$ cat src/verilog/vt_adc_pkg.sv
// shared constants for the voltage and temperature converter control block
package vt_adc_pkg;
	// register byte addresses
	localparam logic [31:0] CTRL_ADDR = 32'h40030010;
	localparam logic [31:0] IRQ_STATUS_ADDR = 32'h40030020;
	localparam logic [31:0] IRQ_MASK_ADDR = 32'h40030024;
	localparam logic [31:0] STATE_ADDR = 32'h40030028;
	// reset values
	localparam logic [31:0] CTRL_RESET = 32'h00000000;
	localparam logic [2:0] IRQ_MASK_RESET = 3'h0;
	// control register field positions
	localparam int ENABLE_BIT = 19;
	localparam int BYPASS_LSB = 16;
	localparam int DIAG_LSB = 12;
	localparam int CODING_BIT = 9;
	localparam int CHANNEL_LSB = 6;
	localparam int REF_BIT = 4;
	// interrupt status bit positions
	localparam int EV_VOLT_BIT = 0;
	localparam int EV_TEMP_BIT = 1;
	localparam int EV_SETTLED_BIT = 2;
	localparam int EV_WIDTH = 3;
	// settling length in current converter conversion periods
	localparam int SETTLE_CONVERSIONS = 4;
	// bus responses
	localparam logic [1:0] RESP_OKAY = 2'h0;
	localparam logic [1:0] RESP_SLVERR = 2'h2;
endpackage

$ cat src/verilog/vt_restart_sequencer.sv
// restart and settling sequencer for the voltage and temperature converter
`timescale 1ns/1ns
`default_nettype none
module vt_restart_sequencer #(
	parameter int SETTLE_CONV = vt_adc_pkg::SETTLE_CONVERSIONS
) (
	// clock and reset
	input wire logic clk_in,
	input wire logic reset_n_in,
	// control
	input wire logic enable_in,
	input wire logic restart_in,
	input wire logic conv_sync_in,
	// status
	output logic conv_reset_out,
	output logic settled_out,
	output logic settle_done_out
);
	import vt_adc_pkg::*;

	typedef enum logic [1:0] {SEQ_OFF, SEQ_WAIT_SYNC, SEQ_SETTLE, SEQ_RUN} seq_state_t;

	seq_state_t state_q;
	seq_state_t state_d;
	logic [7:0] count_q;
	logic [7:0] count_d;
	logic done_d;

	if (SETTLE_CONV < 1 || SETTLE_CONV > 255) begin
		$error("settle count out of range");
	end

	always_comb begin
		state_d = state_q;
		count_d = count_q;
		done_d = 1'b0;
		if (!enable_in) begin
			state_d = SEQ_OFF;
		end else if (restart_in) begin
			state_d = SEQ_WAIT_SYNC;
		end else begin
			case (state_q)
				SEQ_OFF: begin
					state_d = SEQ_WAIT_SYNC;
				end
				SEQ_WAIT_SYNC: begin
					// leave reset only on a current converter boundary
					if (conv_sync_in) begin
						state_d = SEQ_SETTLE;
						count_d = 8'h00;
					end
				end
				SEQ_SETTLE: begin
					if (conv_sync_in) begin
						if (count_q == 8'(SETTLE_CONV - 1)) begin
							state_d = SEQ_RUN;
							done_d = 1'b1;
						end else begin
							count_d = count_q + 8'h01;
						end
					end
				end
				SEQ_RUN: begin
					state_d = SEQ_RUN;
				end
				default: begin
					state_d = SEQ_OFF;
				end
			endcase
		end
	end

	always_ff @(posedge clk_in) begin
		if (!reset_n_in) begin
			state_q <= SEQ_OFF;
			count_q <= 8'h00;
			conv_reset_out <= 1'b1;
			settled_out <= 1'b0;
			settle_done_out <= 1'b0;
		end else begin
			state_q <= state_d;
			count_q <= count_d;
			conv_reset_out <= (state_d == SEQ_OFF) || (state_d == SEQ_WAIT_SYNC);
			settled_out <= (state_d == SEQ_RUN);
			settle_done_out <= done_d;
		end
	end

	chk_settle_needs_syncs: assert property (@(posedge clk_in) disable iff (!reset_n_in)
		$rose(settled_out) |-> !conv_reset_out && $past(conv_sync_in))
		else $error("settled without a final sync");
	cover_settle_reached: cover property (@(posedge clk_in) disable iff (!reset_n_in)
		$rose(settled_out));
endmodule
`default_nettype wire

$ cat src/verilog/vt_converter_control.sv
// control register and result gating for the voltage and temperature converter
//
// Summary of operation
// - any software write to the control register resets the converter
// - converter leaves reset on a current converter conversion boundary, staying synchronous
// - control changes never reset or disturb the current converter
// - no result shown ready until the full filter settling has elapsed
// - control register resets to zero, converter powered down
// - bit 19 enables; clear powers down and clears both ready flags
// - bits 17:16 choose which input buffers are bypassed
// - bits 13:12 steer the 50 uA diagnostic current to the inputs
// - bit 9 one gives unipolar coding; negative results become zero
// - bits 8:6 select one of eight input channels
// - bit 4 selects internal 1.2 V or supply against switched ground
`timescale 1ns/1ns
`default_nettype none
module vt_converter_control #(
	parameter int RESULT_W = 24,
	parameter int SETTLE_CONV = vt_adc_pkg::SETTLE_CONVERSIONS
) (
	// clock and reset
	input wire logic clk_in,
	input wire logic reset_n_in,
	// axi4-lite write address and data
	input wire logic [31:0] s_axi_awaddr_in,
	input wire logic s_axi_awvalid_in,
	output logic s_axi_awready_out,
	input wire logic [31:0] s_axi_wdata_in,
	input wire logic [3:0] s_axi_wstrb_in,
	input wire logic s_axi_wvalid_in,
	output logic s_axi_wready_out,
	// axi4-lite write response
	output logic [1:0] s_axi_bresp_out,
	output logic s_axi_bvalid_out,
	input wire logic s_axi_bready_in,
	// axi4-lite read
	input wire logic [31:0] s_axi_araddr_in,
	input wire logic s_axi_arvalid_in,
	output logic s_axi_arready_out,
	output logic [31:0] s_axi_rdata_out,
	output logic [1:0] s_axi_rresp_out,
	output logic s_axi_rvalid_out,
	input wire logic s_axi_rready_in,
	// converter side, same clock domain
	input wire logic conv_sync_in,
	input wire logic voltage_done_in,
	input wire logic [RESULT_W-1:0] voltage_raw_in,
	input wire logic temperature_done_in,
	input wire logic [RESULT_W-1:0] temperature_raw_in,
	// converter configuration
	output logic voltage_temp_converter_enable_out,
	output logic voltage_temp_converter_reset_out,
	output logic [1:0] input_buffer_bypass_out,
	output logic [1:0] diagnostic_current_select_out,
	output logic output_coding_select_out,
	output logic [2:0] input_channel_select_out,
	output logic reference_select_out,
	// results and interrupt
	output logic [RESULT_W-1:0] voltage_result_out,
	output logic [RESULT_W-1:0] temperature_result_out,
	output logic voltage_result_ready_out,
	output logic temperature_result_ready_out,
	output logic irq_out
);
	import vt_adc_pkg::*;

	logic [31:0] ctrl_q;
	logic [EV_WIDTH-1:0] irq_status_q;
	logic [EV_WIDTH-1:0] irq_mask_q;
	logic aw_held_q;
	logic w_held_q;
	logic [31:0] awaddr_q;
	logic [31:0] wdata_q;
	logic [3:0] wstrb_q;
	logic restart_q;
	logic do_write;
	logic wr_ctrl;
	logic rd_take;
	logic [31:0] rdata_d;
	logic [1:0] rresp_d;
	logic settled_w;
	logic settle_done_w;
	logic accept_w;
	logic [EV_WIDTH-1:0] events_w;

	if (RESULT_W < 2 || RESULT_W > 32) begin
		$error("result width out of range");
	end

	// merge bytes of a write into the old value under its strobes
	function automatic logic [31:0] apply_strb(input logic [31:0] old_v,
			input logic [31:0] new_v, input logic [3:0] strb);
		logic [31:0] res;
		res = old_v;
		for (int i = 0; i < 4; i++) begin
			if (strb[i]) begin
				res[i*8 +: 8] = new_v[i*8 +: 8];
			end
		end
		return res;
	endfunction

	// unipolar coding floors negative results at zero
	function automatic logic [RESULT_W-1:0] code_result(input logic [RESULT_W-1:0] raw,
			input logic unipolar);
		if (unipolar && raw[RESULT_W-1]) begin
			return '0;
		end
		return raw;
	endfunction

	assign do_write = aw_held_q && w_held_q && !s_axi_bvalid_out;
	assign wr_ctrl = do_write && (awaddr_q == CTRL_ADDR);
	assign rd_take = s_axi_arvalid_in && s_axi_arready_out;
	// settled lags a restart by one edge, so the pending restart blocks results too
	assign accept_w = ctrl_q[ENABLE_BIT] && settled_w && !restart_q;

	// write channels are taken independently, in either order
	always_ff @(posedge clk_in) begin
		if (!reset_n_in) begin
			aw_held_q <= 1'b0;
			w_held_q <= 1'b0;
			awaddr_q <= 32'h00000000;
			wdata_q <= 32'h00000000;
			wstrb_q <= 4'h0;
			s_axi_awready_out <= 1'b1;
			s_axi_wready_out <= 1'b1;
			s_axi_bvalid_out <= 1'b0;
			s_axi_bresp_out <= RESP_OKAY;
		end else begin
			if (s_axi_awvalid_in && s_axi_awready_out) begin
				aw_held_q <= 1'b1;
				awaddr_q <= s_axi_awaddr_in;
				s_axi_awready_out <= 1'b0;
			end
			if (s_axi_wvalid_in && s_axi_wready_out) begin
				w_held_q <= 1'b1;
				wdata_q <= s_axi_wdata_in;
				wstrb_q <= s_axi_wstrb_in;
				s_axi_wready_out <= 1'b0;
			end
			if (do_write) begin
				aw_held_q <= 1'b0;
				w_held_q <= 1'b0;
				s_axi_bvalid_out <= 1'b1;
				if (awaddr_q == CTRL_ADDR || awaddr_q == IRQ_MASK_ADDR) begin
					s_axi_bresp_out <= RESP_OKAY;
				end else begin
					s_axi_bresp_out <= RESP_SLVERR;
				end
			end
			if (s_axi_bvalid_out && s_axi_bready_in) begin
				s_axi_bvalid_out <= 1'b0;
				s_axi_awready_out <= 1'b1;
				s_axi_wready_out <= 1'b1;
			end
		end
	end

	// control register; the current converter has no path from here
	always_ff @(posedge clk_in) begin
		if (!reset_n_in) begin
			ctrl_q <= CTRL_RESET;
			restart_q <= 1'b0;
		end else begin
			restart_q <= wr_ctrl;
			if (wr_ctrl) begin
				ctrl_q <= apply_strb(ctrl_q, wdata_q, wstrb_q);
			end
		end
	end

	always_ff @(posedge clk_in) begin
		if (!reset_n_in) begin
			irq_mask_q <= IRQ_MASK_RESET;
		end else if (do_write && awaddr_q == IRQ_MASK_ADDR && wstrb_q[0]) begin
			irq_mask_q <= wdata_q[EV_WIDTH-1:0];
		end
	end

	// configuration outputs taken straight from the register bits
	assign voltage_temp_converter_enable_out = ctrl_q[ENABLE_BIT];
	assign input_buffer_bypass_out = ctrl_q[BYPASS_LSB +: 2];
	assign diagnostic_current_select_out = ctrl_q[DIAG_LSB +: 2];
	assign output_coding_select_out = ctrl_q[CODING_BIT];
	assign input_channel_select_out = ctrl_q[CHANNEL_LSB +: 3];
	assign reference_select_out = ctrl_q[REF_BIT];

	vt_restart_sequencer #(
		.SETTLE_CONV(SETTLE_CONV)
	) u_sequencer (
		.clk_in(clk_in),
		.reset_n_in(reset_n_in),
		.enable_in(ctrl_q[ENABLE_BIT]),
		.restart_in(restart_q),
		.conv_sync_in(conv_sync_in),
		.conv_reset_out(voltage_temp_converter_reset_out),
		.settled_out(settled_w),
		.settle_done_out(settle_done_w)
	);

	// results only pass once settled; a restart drops stale flags
	always_ff @(posedge clk_in) begin
		if (!reset_n_in) begin
			voltage_result_ready_out <= 1'b0;
			temperature_result_ready_out <= 1'b0;
			voltage_result_out <= '0;
			temperature_result_out <= '0;
		end else if (!accept_w) begin
			voltage_result_ready_out <= 1'b0;
			temperature_result_ready_out <= 1'b0;
		end else begin
			if (voltage_done_in) begin
				voltage_result_ready_out <= 1'b1;
				voltage_result_out <= code_result(voltage_raw_in, ctrl_q[CODING_BIT]);
			end
			if (temperature_done_in) begin
				temperature_result_ready_out <= 1'b1;
				temperature_result_out <= code_result(temperature_raw_in,
					ctrl_q[CODING_BIT]);
			end
		end
	end

	// sticky events; a fresh event wins over the read that clears
	always_comb begin
		events_w = '0;
		events_w[EV_VOLT_BIT] = voltage_done_in && accept_w;
		events_w[EV_TEMP_BIT] = temperature_done_in && accept_w;
		events_w[EV_SETTLED_BIT] = settle_done_w;
	end

	always_ff @(posedge clk_in) begin
		if (!reset_n_in) begin
			irq_status_q <= '0;
		end else if (rd_take && s_axi_araddr_in == IRQ_STATUS_ADDR) begin
			irq_status_q <= events_w;
		end else begin
			irq_status_q <= irq_status_q | events_w;
		end
	end

	always_ff @(posedge clk_in) begin
		if (!reset_n_in) begin
			irq_out <= 1'b0;
		end else begin
			irq_out <= |(irq_status_q & irq_mask_q);
		end
	end

	always_comb begin
		rdata_d = 32'h00000000;
		rresp_d = RESP_OKAY;
		case (s_axi_araddr_in)
			CTRL_ADDR: begin
				rdata_d = ctrl_q;
			end
			IRQ_STATUS_ADDR: begin
				rdata_d[EV_WIDTH-1:0] = irq_status_q;
			end
			IRQ_MASK_ADDR: begin
				rdata_d[EV_WIDTH-1:0] = irq_mask_q;
			end
			STATE_ADDR: begin
				rdata_d[3:0] = {settled_w, voltage_temp_converter_reset_out,
					temperature_result_ready_out, voltage_result_ready_out};
			end
			default: begin
				rresp_d = RESP_SLVERR;
			end
		endcase
	end

	always_ff @(posedge clk_in) begin
		if (!reset_n_in) begin
			s_axi_arready_out <= 1'b1;
			s_axi_rvalid_out <= 1'b0;
			s_axi_rdata_out <= 32'h00000000;
			s_axi_rresp_out <= RESP_OKAY;
		end else if (rd_take) begin
			s_axi_arready_out <= 1'b0;
			s_axi_rvalid_out <= 1'b1;
			s_axi_rdata_out <= rdata_d;
			s_axi_rresp_out <= rresp_d;
		end else if (s_axi_rvalid_out && s_axi_rready_in) begin
			s_axi_rvalid_out <= 1'b0;
			s_axi_arready_out <= 1'b1;
		end
	end

	chk_write_resets_conv: assert property (@(posedge clk_in) disable iff (!reset_n_in)
		wr_ctrl |-> ##2 voltage_temp_converter_reset_out)
		else $error("control write did not reset converter");
	chk_restart_on_sync: assert property (@(posedge clk_in) disable iff (!reset_n_in)
		$fell(voltage_temp_converter_reset_out) |-> $past(conv_sync_in))
		else $error("converter restarted off a sync boundary");
	chk_ready_needs_settle: assert property (@(posedge clk_in) disable iff (!reset_n_in)
		$rose(voltage_result_ready_out) |-> $past(settled_w) && $past(voltage_done_in))
		else $error("voltage ready before settling");
	chk_reset_clears_ctrl: assert property (@(posedge clk_in)
		!reset_n_in |=> ctrl_q == CTRL_RESET && !voltage_temp_converter_enable_out)
		else $error("control register not zero after reset");
	chk_disable_clears_rdy: assert property (@(posedge clk_in) disable iff (!reset_n_in)
		!voltage_temp_converter_enable_out |=> !voltage_result_ready_out
		&& !temperature_result_ready_out)
		else $error("ready flag survived power down");
	chk_bypass_field: assert property (@(posedge clk_in) disable iff (!reset_n_in)
		wr_ctrl && wstrb_q[2] |=> input_buffer_bypass_out == $past(wdata_q[17:16]))
		else $error("bypass field not taken from write");
	chk_channel_field: assert property (@(posedge clk_in) disable iff (!reset_n_in)
		wr_ctrl && wstrb_q[0] && wstrb_q[1] |=>
		input_channel_select_out == $past(wdata_q[8:6]))
		else $error("channel field not taken from write");
	chk_unipolar_clamp: assert property (@(posedge clk_in) disable iff (!reset_n_in)
		voltage_done_in && accept_w && ctrl_q[CODING_BIT]
		&& voltage_raw_in[RESULT_W-1] |=> voltage_result_out == '0)
		else $error("negative result not floored in unipolar mode");
	chk_ctrl_readback: assert property (@(posedge clk_in) disable iff (!reset_n_in)
		rd_take && s_axi_araddr_in == CTRL_ADDR |=> s_axi_rvalid_out
		&& s_axi_rdata_out == $past(ctrl_q))
		else $error("control read back mismatch");

	cover_ctrl_write: cover property (@(posedge clk_in) disable iff (!reset_n_in) wr_ctrl);
	cover_voltage_ready: cover property (@(posedge clk_in) disable iff (!reset_n_in)
		$rose(voltage_result_ready_out));
	cover_irq_raised: cover property (@(posedge clk_in) disable iff (!reset_n_in)
		$rose(irq_out));
endmodule
`default_nettype wire

$ cat config.mk
export PLATFORM = sky130hd
export DESIGN_NAME = vt_converter_control
export DESIGN_NICKNAME = d
export VERILOG_FILES = /design/src/verilog/vt_adc_pkg.sv /design/src/verilog/vt_restart_sequencer.sv /design/src/verilog/vt_converter_control.sv
export SDC_FILE = /design/constraint.sdc
export NUM_CORES = 1
export LEC_CHECK = 0
export BUFFER_PORTS_ARGS = -buffer_cell sky130_fd_sc_hd__buf_2
export CORE_ASPECT_RATIO = 1.75
export CORE_UTILIZATION = 35
export DETAILED_ROUTE_END_ITERATION = 10
export PLACE_DENSITY = 0.55
export SLEW_MARGIN = 20
export SYNTH_ARGS = -nofsm -noshare
export SYNTH_HDL_FRONTEND = slang
export SYNTH_SLANG_ARGS = --single-unit
$ cat constraint.sdc
create_clock -name clk_in -period 2 [get_ports clk_in]
set_input_delay 0.4 -clock clk_in [delete_from_list [all_inputs] [get_ports clk_in]]
set_output_delay 0.4 -clock clk_in [all_outputs]
set_load 0.01 [all_outputs]
-- After elaboration in Yosys (flattened, before gate mapping)
Cells that the tools add are included.
- add/sub/neg operators: 1
- equality and inequality tests: 15
- multiplexer cells: 33
- bitwise gates (word level): 7
- reduce and logical (&&, ||, !) cells: 38
- operator list (operator ; number):
    == test 32 x 31 -> 1 bit, second input constant ; 6
    two-way mux 24 bit ; 4
    two-way mux 28 bit ; 1
    two-way mux 8 bit ; 3
    logical AND 1 bit ; 17
    one-hot mux 8 bit (2 select lines) ; 1
    two-way mux 2 bit ; 7
    AND reduction 2 bit ; 7
    two-way mux 1 bit ; 13
    one-hot mux 3 bit (4 select lines) ; 1
    adder 8 x 1 -> 8 bit, second input constant ; 1
    == test 8 x 2 -> 1 bit, second input constant ; 1
    one-hot mux 2 bit (4 select lines) ; 1
    == test 2 bit, second input constant ; 3
    inequality test 2 bit, second input constant ; 3
    AND reduction 6 bit ; 1
    inverter 1 bit ; 5
    OR reduction 5 bit ; 1
    == test 2 x 1 -> 1 bit, second input constant ; 2
    logical NOT 2 bit ; 2
    nonzero test 2 bit ; 2
    OR reduction 2 bit ; 2
    OR reduction 4 bit ; 1
    bitwise AND 3 bit ; 1
    6 further kinds ; 8
- register bits after elaboration: 214
- bits of input ports: 158
- output and inout bits: 103
- logic and storage cells: 124

-- Logic depth before layout (Yosys ltp)
- word-level depth: 8
- gate-level depth with buffers: 7
- gate-level depth less buffers: 5

-- Modules after synthesis
Synthesis repeated with hierarchy kept, for this count alone.
- cell total of the unflattened synthesis: 1030
- area total of the unflattened synthesis: 8983.6 um^2
- modules (own cells, without submodules) (module ; times used ; cells each ; area an instance (um^2) ; seq. area each (um^2)):
    vt_converter_control ; 1 ; 946 ; 8165.3 ; 3983.8
    vt_restart_sequencer ; 1 ; 84 ; 818.3 ; 260.2

-- Least setup slack after synthesis
OpenSTA, ideal clock, no wires.
- kind: input to register
- start: input s_axi_araddr_in[15]
- end: register s_axi_rdata_out[11]
- setup time: 0.070 ns
- arrival: 1.738 ns
- data required time: 1.930 ns
- slack: 0.192 ns
- stages: 6
- path buffers: 2
- path through: nor4b_1 -> and4_1 -> clkbuf_1 -> buf_1 -> nand4_1 -> a21oi_1
- cells in the longest elaborated chain, start to end: 2
- ends and longest elaborated chain (element ; RTL line ; source):
    start: declaration ; vt_converter_control.sv:37 ; input wire logic [31:0] s_axi_araddr_in,
    == test 32 x 31 -> 1 bit ; vt_converter_control.sv:254 ; case (s_axi_araddr_in)
    two-way mux 28 bit ; vt_converter_control.sv:254 ;
    end signal: assignment ; vt_converter_control.sv:283 ; s_axi_rdata_out <= rdata_d;
    end: declaration ; vt_converter_control.sv:40 ; output logic [31:0] s_axi_rdata_out,
No other way between the ends.
A chain may end at the register's enable or synchronous reset.

-- Worst setup path after layout
- start: register restart_q
- end: register u_sequencer.count_q[7]
- cells in the longest elaborated chain, start to end: 2
- ends and longest elaborated chain (element ; RTL line ; source):
    start: declaration ; vt_converter_control.sv:75 ; logic restart_q;
    start signal: assignment ; vt_converter_control.sv:166 ; restart_q <= wr_ctrl;
    inverter 1 bit (no line) ; -- ;
    AND reduction 6 bit (no line) ; -- ;
    end signal: assignment ; vt_restart_sequencer.sv:82 ; count_q <= count_d;
    end: declaration ; vt_restart_sequencer.sv:25 ; logic [7:0] count_q;
No other way between the ends.

==> flow_metrics.env <==
export IMPL_vias=7663
export IMPL_routed_via_density=4.925
export IMPL_grt_pass1_wl_um=37540
export IMPL_ys_seq_area_share_pct=51.67
export IMPL_postCtsSetupBuffers=0
export IMPL_maxCapViolCount=0
export IMPL_ant_nets=0
export IMPL_initial_core_util_pct=35.97
export IMPL_path_cells="nand3b_1 > or3b_1 > or4_1 > a21oi_1"
export IMPL_criticalPathCategory="register to register"
export IMPL_setup_ws_ps=226.9
export IMPL_dieArea_um2=24110
export IMPL_synth_top_area_share_pct=51.67
export IMPL_n_antenna_cell=0
export IMPL_track_usage_pct=19.22
export IMPL_syn_area_per_cell_um2=8.206
export IMPL_tightest_slew_ps=505.7
export IMPL_wl_per_cell_um=15.36
export IMPL_cts_sinks=212
export IMPL_yosys_top_cells_area="dfxtp_1 52%, nand2_1 13%, a21oi_1 9.4%, mux2i_1 4.4%, nand3_1 3.5%"
export IMPL_drv_slew=0
export IMPL_ys_flop_type="dfxtp_1"
export IMPL_yosys_area_top_type="dfxtp_1"
export IMPL_endpoint="u_sequencer.count_q[7]"
export IMPL_drtIter0Drc=397
export IMPL_synth_edf_count=0
export IMPL_r2r_start="restart_q"
export IMPL_post_route_period_util_pct=88.65
export IMPL_synth_seq_cells=212
export IMPL_placementRows=73
export IMPL_instances_no_fill=1556
export IMPL_grt_pass1_vias=7305
export IMPL_dp_hpwl_um=17880
export IMPL_critPathLaunchType="register"
export IMPL_hold_viol_final=0
export IMPL_finClkSkew_ps=6.276
export IMPL_drt_first_pass_iters=5
export IMPL_crit_path_end_kind="register"
export IMPL_cts_clk_slew_worst_paths_ps=60
export IMPL_power_density_nw_per_um2=803.0
export IMPL_drive_above_1_share_pct=26.91
export IMPL_overflow=0
export IMPL_min_period_ps=1773
export IMPL_r2r_setup_slack_ps=230
export IMPL_h_tree_depth=1
export IMPL_cp_num_cells=4
export IMPL_fin_nets=1403
export IMPL_rsz0062_at_grt="no"
export IMPL_place_gp_congestion=0.7742
export IMPL_synthCells=1001
export IMPL_dieHeight_um=204.7
export IMPL_crit_family="simple AND/OR/NAND/NOR gates"
export IMPL_slew_headroom_pct=65.98
export IMPL_cp_required_ps=2420
export IMPL_cts_tree="yes"
export IMPL_place_inst=1521
export IMPL_vdd_drop_max_mv=0.5456
export IMPL_antenna_found_initial=0
export IMPL_cts_root_buf="clkbuf_16"
export IMPL_fp_dieW_um=117.8
export IMPL_synth_area_um2=8214
export IMPL_hp_class="input pin to register"
export IMPL_r2r_end="u_sequencer.count_q[7]"
export IMPL_yosysWarnings=0
export IMPL_crit_path_max_incr_delay_ps=510
export IMPL_port_buffers=258
export IMPL_status="completed"
export IMPL_leakage_nw=4.255
export IMPL_crit_path_max_fanout=5
export IMPL_slowest_stage="or4_1"
export IMPL_fin_util_pct=46.22
export IMPL_cp_arrival_ps=2190
export IMPL_clock_fmax_mhz=564.0
export IMPL_path_buf_inv=0
export IMPL_dp_slack_ps=-33.23
export IMPL_grt_max_degree=85
export IMPL_clock_tree_buffer_depth=3
export IMPL_crit_start="restart_q"
export IMPL_io_pins=261
export IMPL_r2r_cells=4
export IMPL_wl_um=23900
export IMPL_clock_latency_ps=490
export IMPL_yosys_cell_types_count=51
export IMPL_area_growth_pct=28.50
export IMPL_core_um2=22830
export IMPL_setup_viol_count_final=0
export IMPL_cts_buffers=21
export IMPL_drc=0
export IMPL_synth_async_reset_ratio_pct=0
==> timing repair <==
| item | CTS | global route |
|---|---|---|
| hold buffers | 0 | 0 |
| endpoints found under the setup margin | 0 | 33 |
| resized for setup | 0 | 1 |
==> per-layer routing <==
metal  GRT usage, %  routed length [um]
met3          3.341                1333
met1          20.31                9124
met2          37.77               12800
met5              0                   0
met4          6.273                 638
==> power by group <==
group / switching [mW] / leakage, nW / total [mW] / internal [mW]
Combinational: 0.328 / 2.24 / 0.563 / 0.234
Clock: 1.58 / 0.299 / 3.55 / 1.97
Sequential: 0.0500 / 1.72 / 4.36 / 4.31
Total: 1.96 / 4.25 / 8.48 / 6.52
==> layout make-up <==
cell class	count	area [um2]
Clock buffer	26	554.3
Inverter	9	36.28
Multi-Input combinational cell	704	3615
Clock inverter	9	53.80
Fill cell	2366	12280
Timing Repair Buffer	296	1677
Sequential cell	212	4244
Tap cell	300	375.4
==> Yosys cell counts, types with 4 or more instances <==
| library cell | number |
|---|---|
| nand2_1 | 292 |
| dfxtp_1 | 212 |
| a21oi_1 | 155 |
| nand3_1 | 58 |
| clkbuf_1 | 52 |
| mux2i_1 | 36 |
| nand4_1 | 34 |
| nor2_1 | 19 |
| o21ai_0 | 12 |
| nor4b_1 | 10 |
| buf_1 | 9 |
| buf_4 | 9 |
| inv_1 | 8 |
| and3_1 | 7 |
| buf_2 | 7 |
| nor2b_1 | 7 |
| nor4_1 | 7 |
| a31oi_1 | 5 |
| and2_1 | 5 |
| xnor2_1 | 5 |
| a22oi_1 | 4 |
| nor3_1 | 4 |
| nor3_2 | 4 |
==> cells by family after synthesis <==
group / Yosys count / synth area share, %
and+or+nand+nor: 468 / 26.26
DFF: 212 / 51.67
AOI/OAI and AO/OA: 192 / 12.51
buffers and inverters: 86 / 4.448
muxes: 36 / 4.387
xor gates and xnor gates: 5 / 0.5331
adders and majority gates: 1 / 0.1523
other: 1 / 0.04565
==> state kept, by name, summed over array words and instances (netlist names), 2 cells and up <==
signal / count
voltage_result_out: 24
irq_status_q: 3
u_sequencer.state_q: 2
ctrl_q: 32
awaddr_q: 32
temperature_result_out: 24
irq_mask_q: 3
wdata_q: 32
wstrb_q: 4
s_axi_rdata_out: 32
u_sequencer.count_q: 8
==> stage by stage <==
| step | area, um2 | power [mW] | TNS, ps | hold slack [ps] |
|---|---|---|---|---|
| floorplan | 8218 | 4.735 | 0 | 429.7 |
| global placement | 9941 | 5.023 | -1339 | 435.6 |
| detailed placement | 9941 | 5.028 | -70.03 | 439.7 |
| CTS | 10550 | 8.624 | 0 | 97.80 |
| global route | 10560 | 8.846 | 0 | 136.6 |
| finish | 10560 | 8.476 | 0 | 119.9 |
==> worst min-delay path by stage <==
stage                           startpoint                    end  slack, ps  depth (start not counted)
2_1_floorplan  u_sequencer.settle_done_out        irq_status_q[2]        430                          2
3_3_place_gp         voltage_result_out[3]  voltage_result_out[3]        440                          2
3_5_place_dp         voltage_result_out[1]  voltage_result_out[1]        440                          2
4_1_cts                   s_axi_awvalid_in      s_axi_awready_out        100                          2
5_1_grt                s_axi_awaddr_in[29]           awaddr_q[29]        140                          3
6_report                   s_axi_wvalid_in       s_axi_wready_out        120                          2
==> cells in the final DEF (no fill, tap or decap), drive strengths merged, types with 9 or more instances in the layout <==
| master | netlist | routed |
|---|---|---|
| mux2i | 36 | 36 |
| clkbuf | 52 | 26 |
| a21oi | 155 | 155 |
| dfxtp | 212 | 212 |
| nand4 | 36 | 36 |
| nor2 | 19 | 19 |
| nand3 | 58 | 58 |
| o21ai | 12 | 12 |
| inv | 9 | 9 |
| buf | 25 | 296 |
| nand2 | 292 | 292 |
| nor4b | 10 | 10 |
==> worst register-to-register path: cells and delay by family (launching register included) <==
| kind | cells | cell delay [ps] |
|---|---|---|
| AND/OR/NAND/NOR | 3 | 1220 |
| flip-flops | 1 | 350 |
| AO/OA/AOI/OAI | 1 | 150 |
Note: power is estimated with default switching activity, not from simulation.
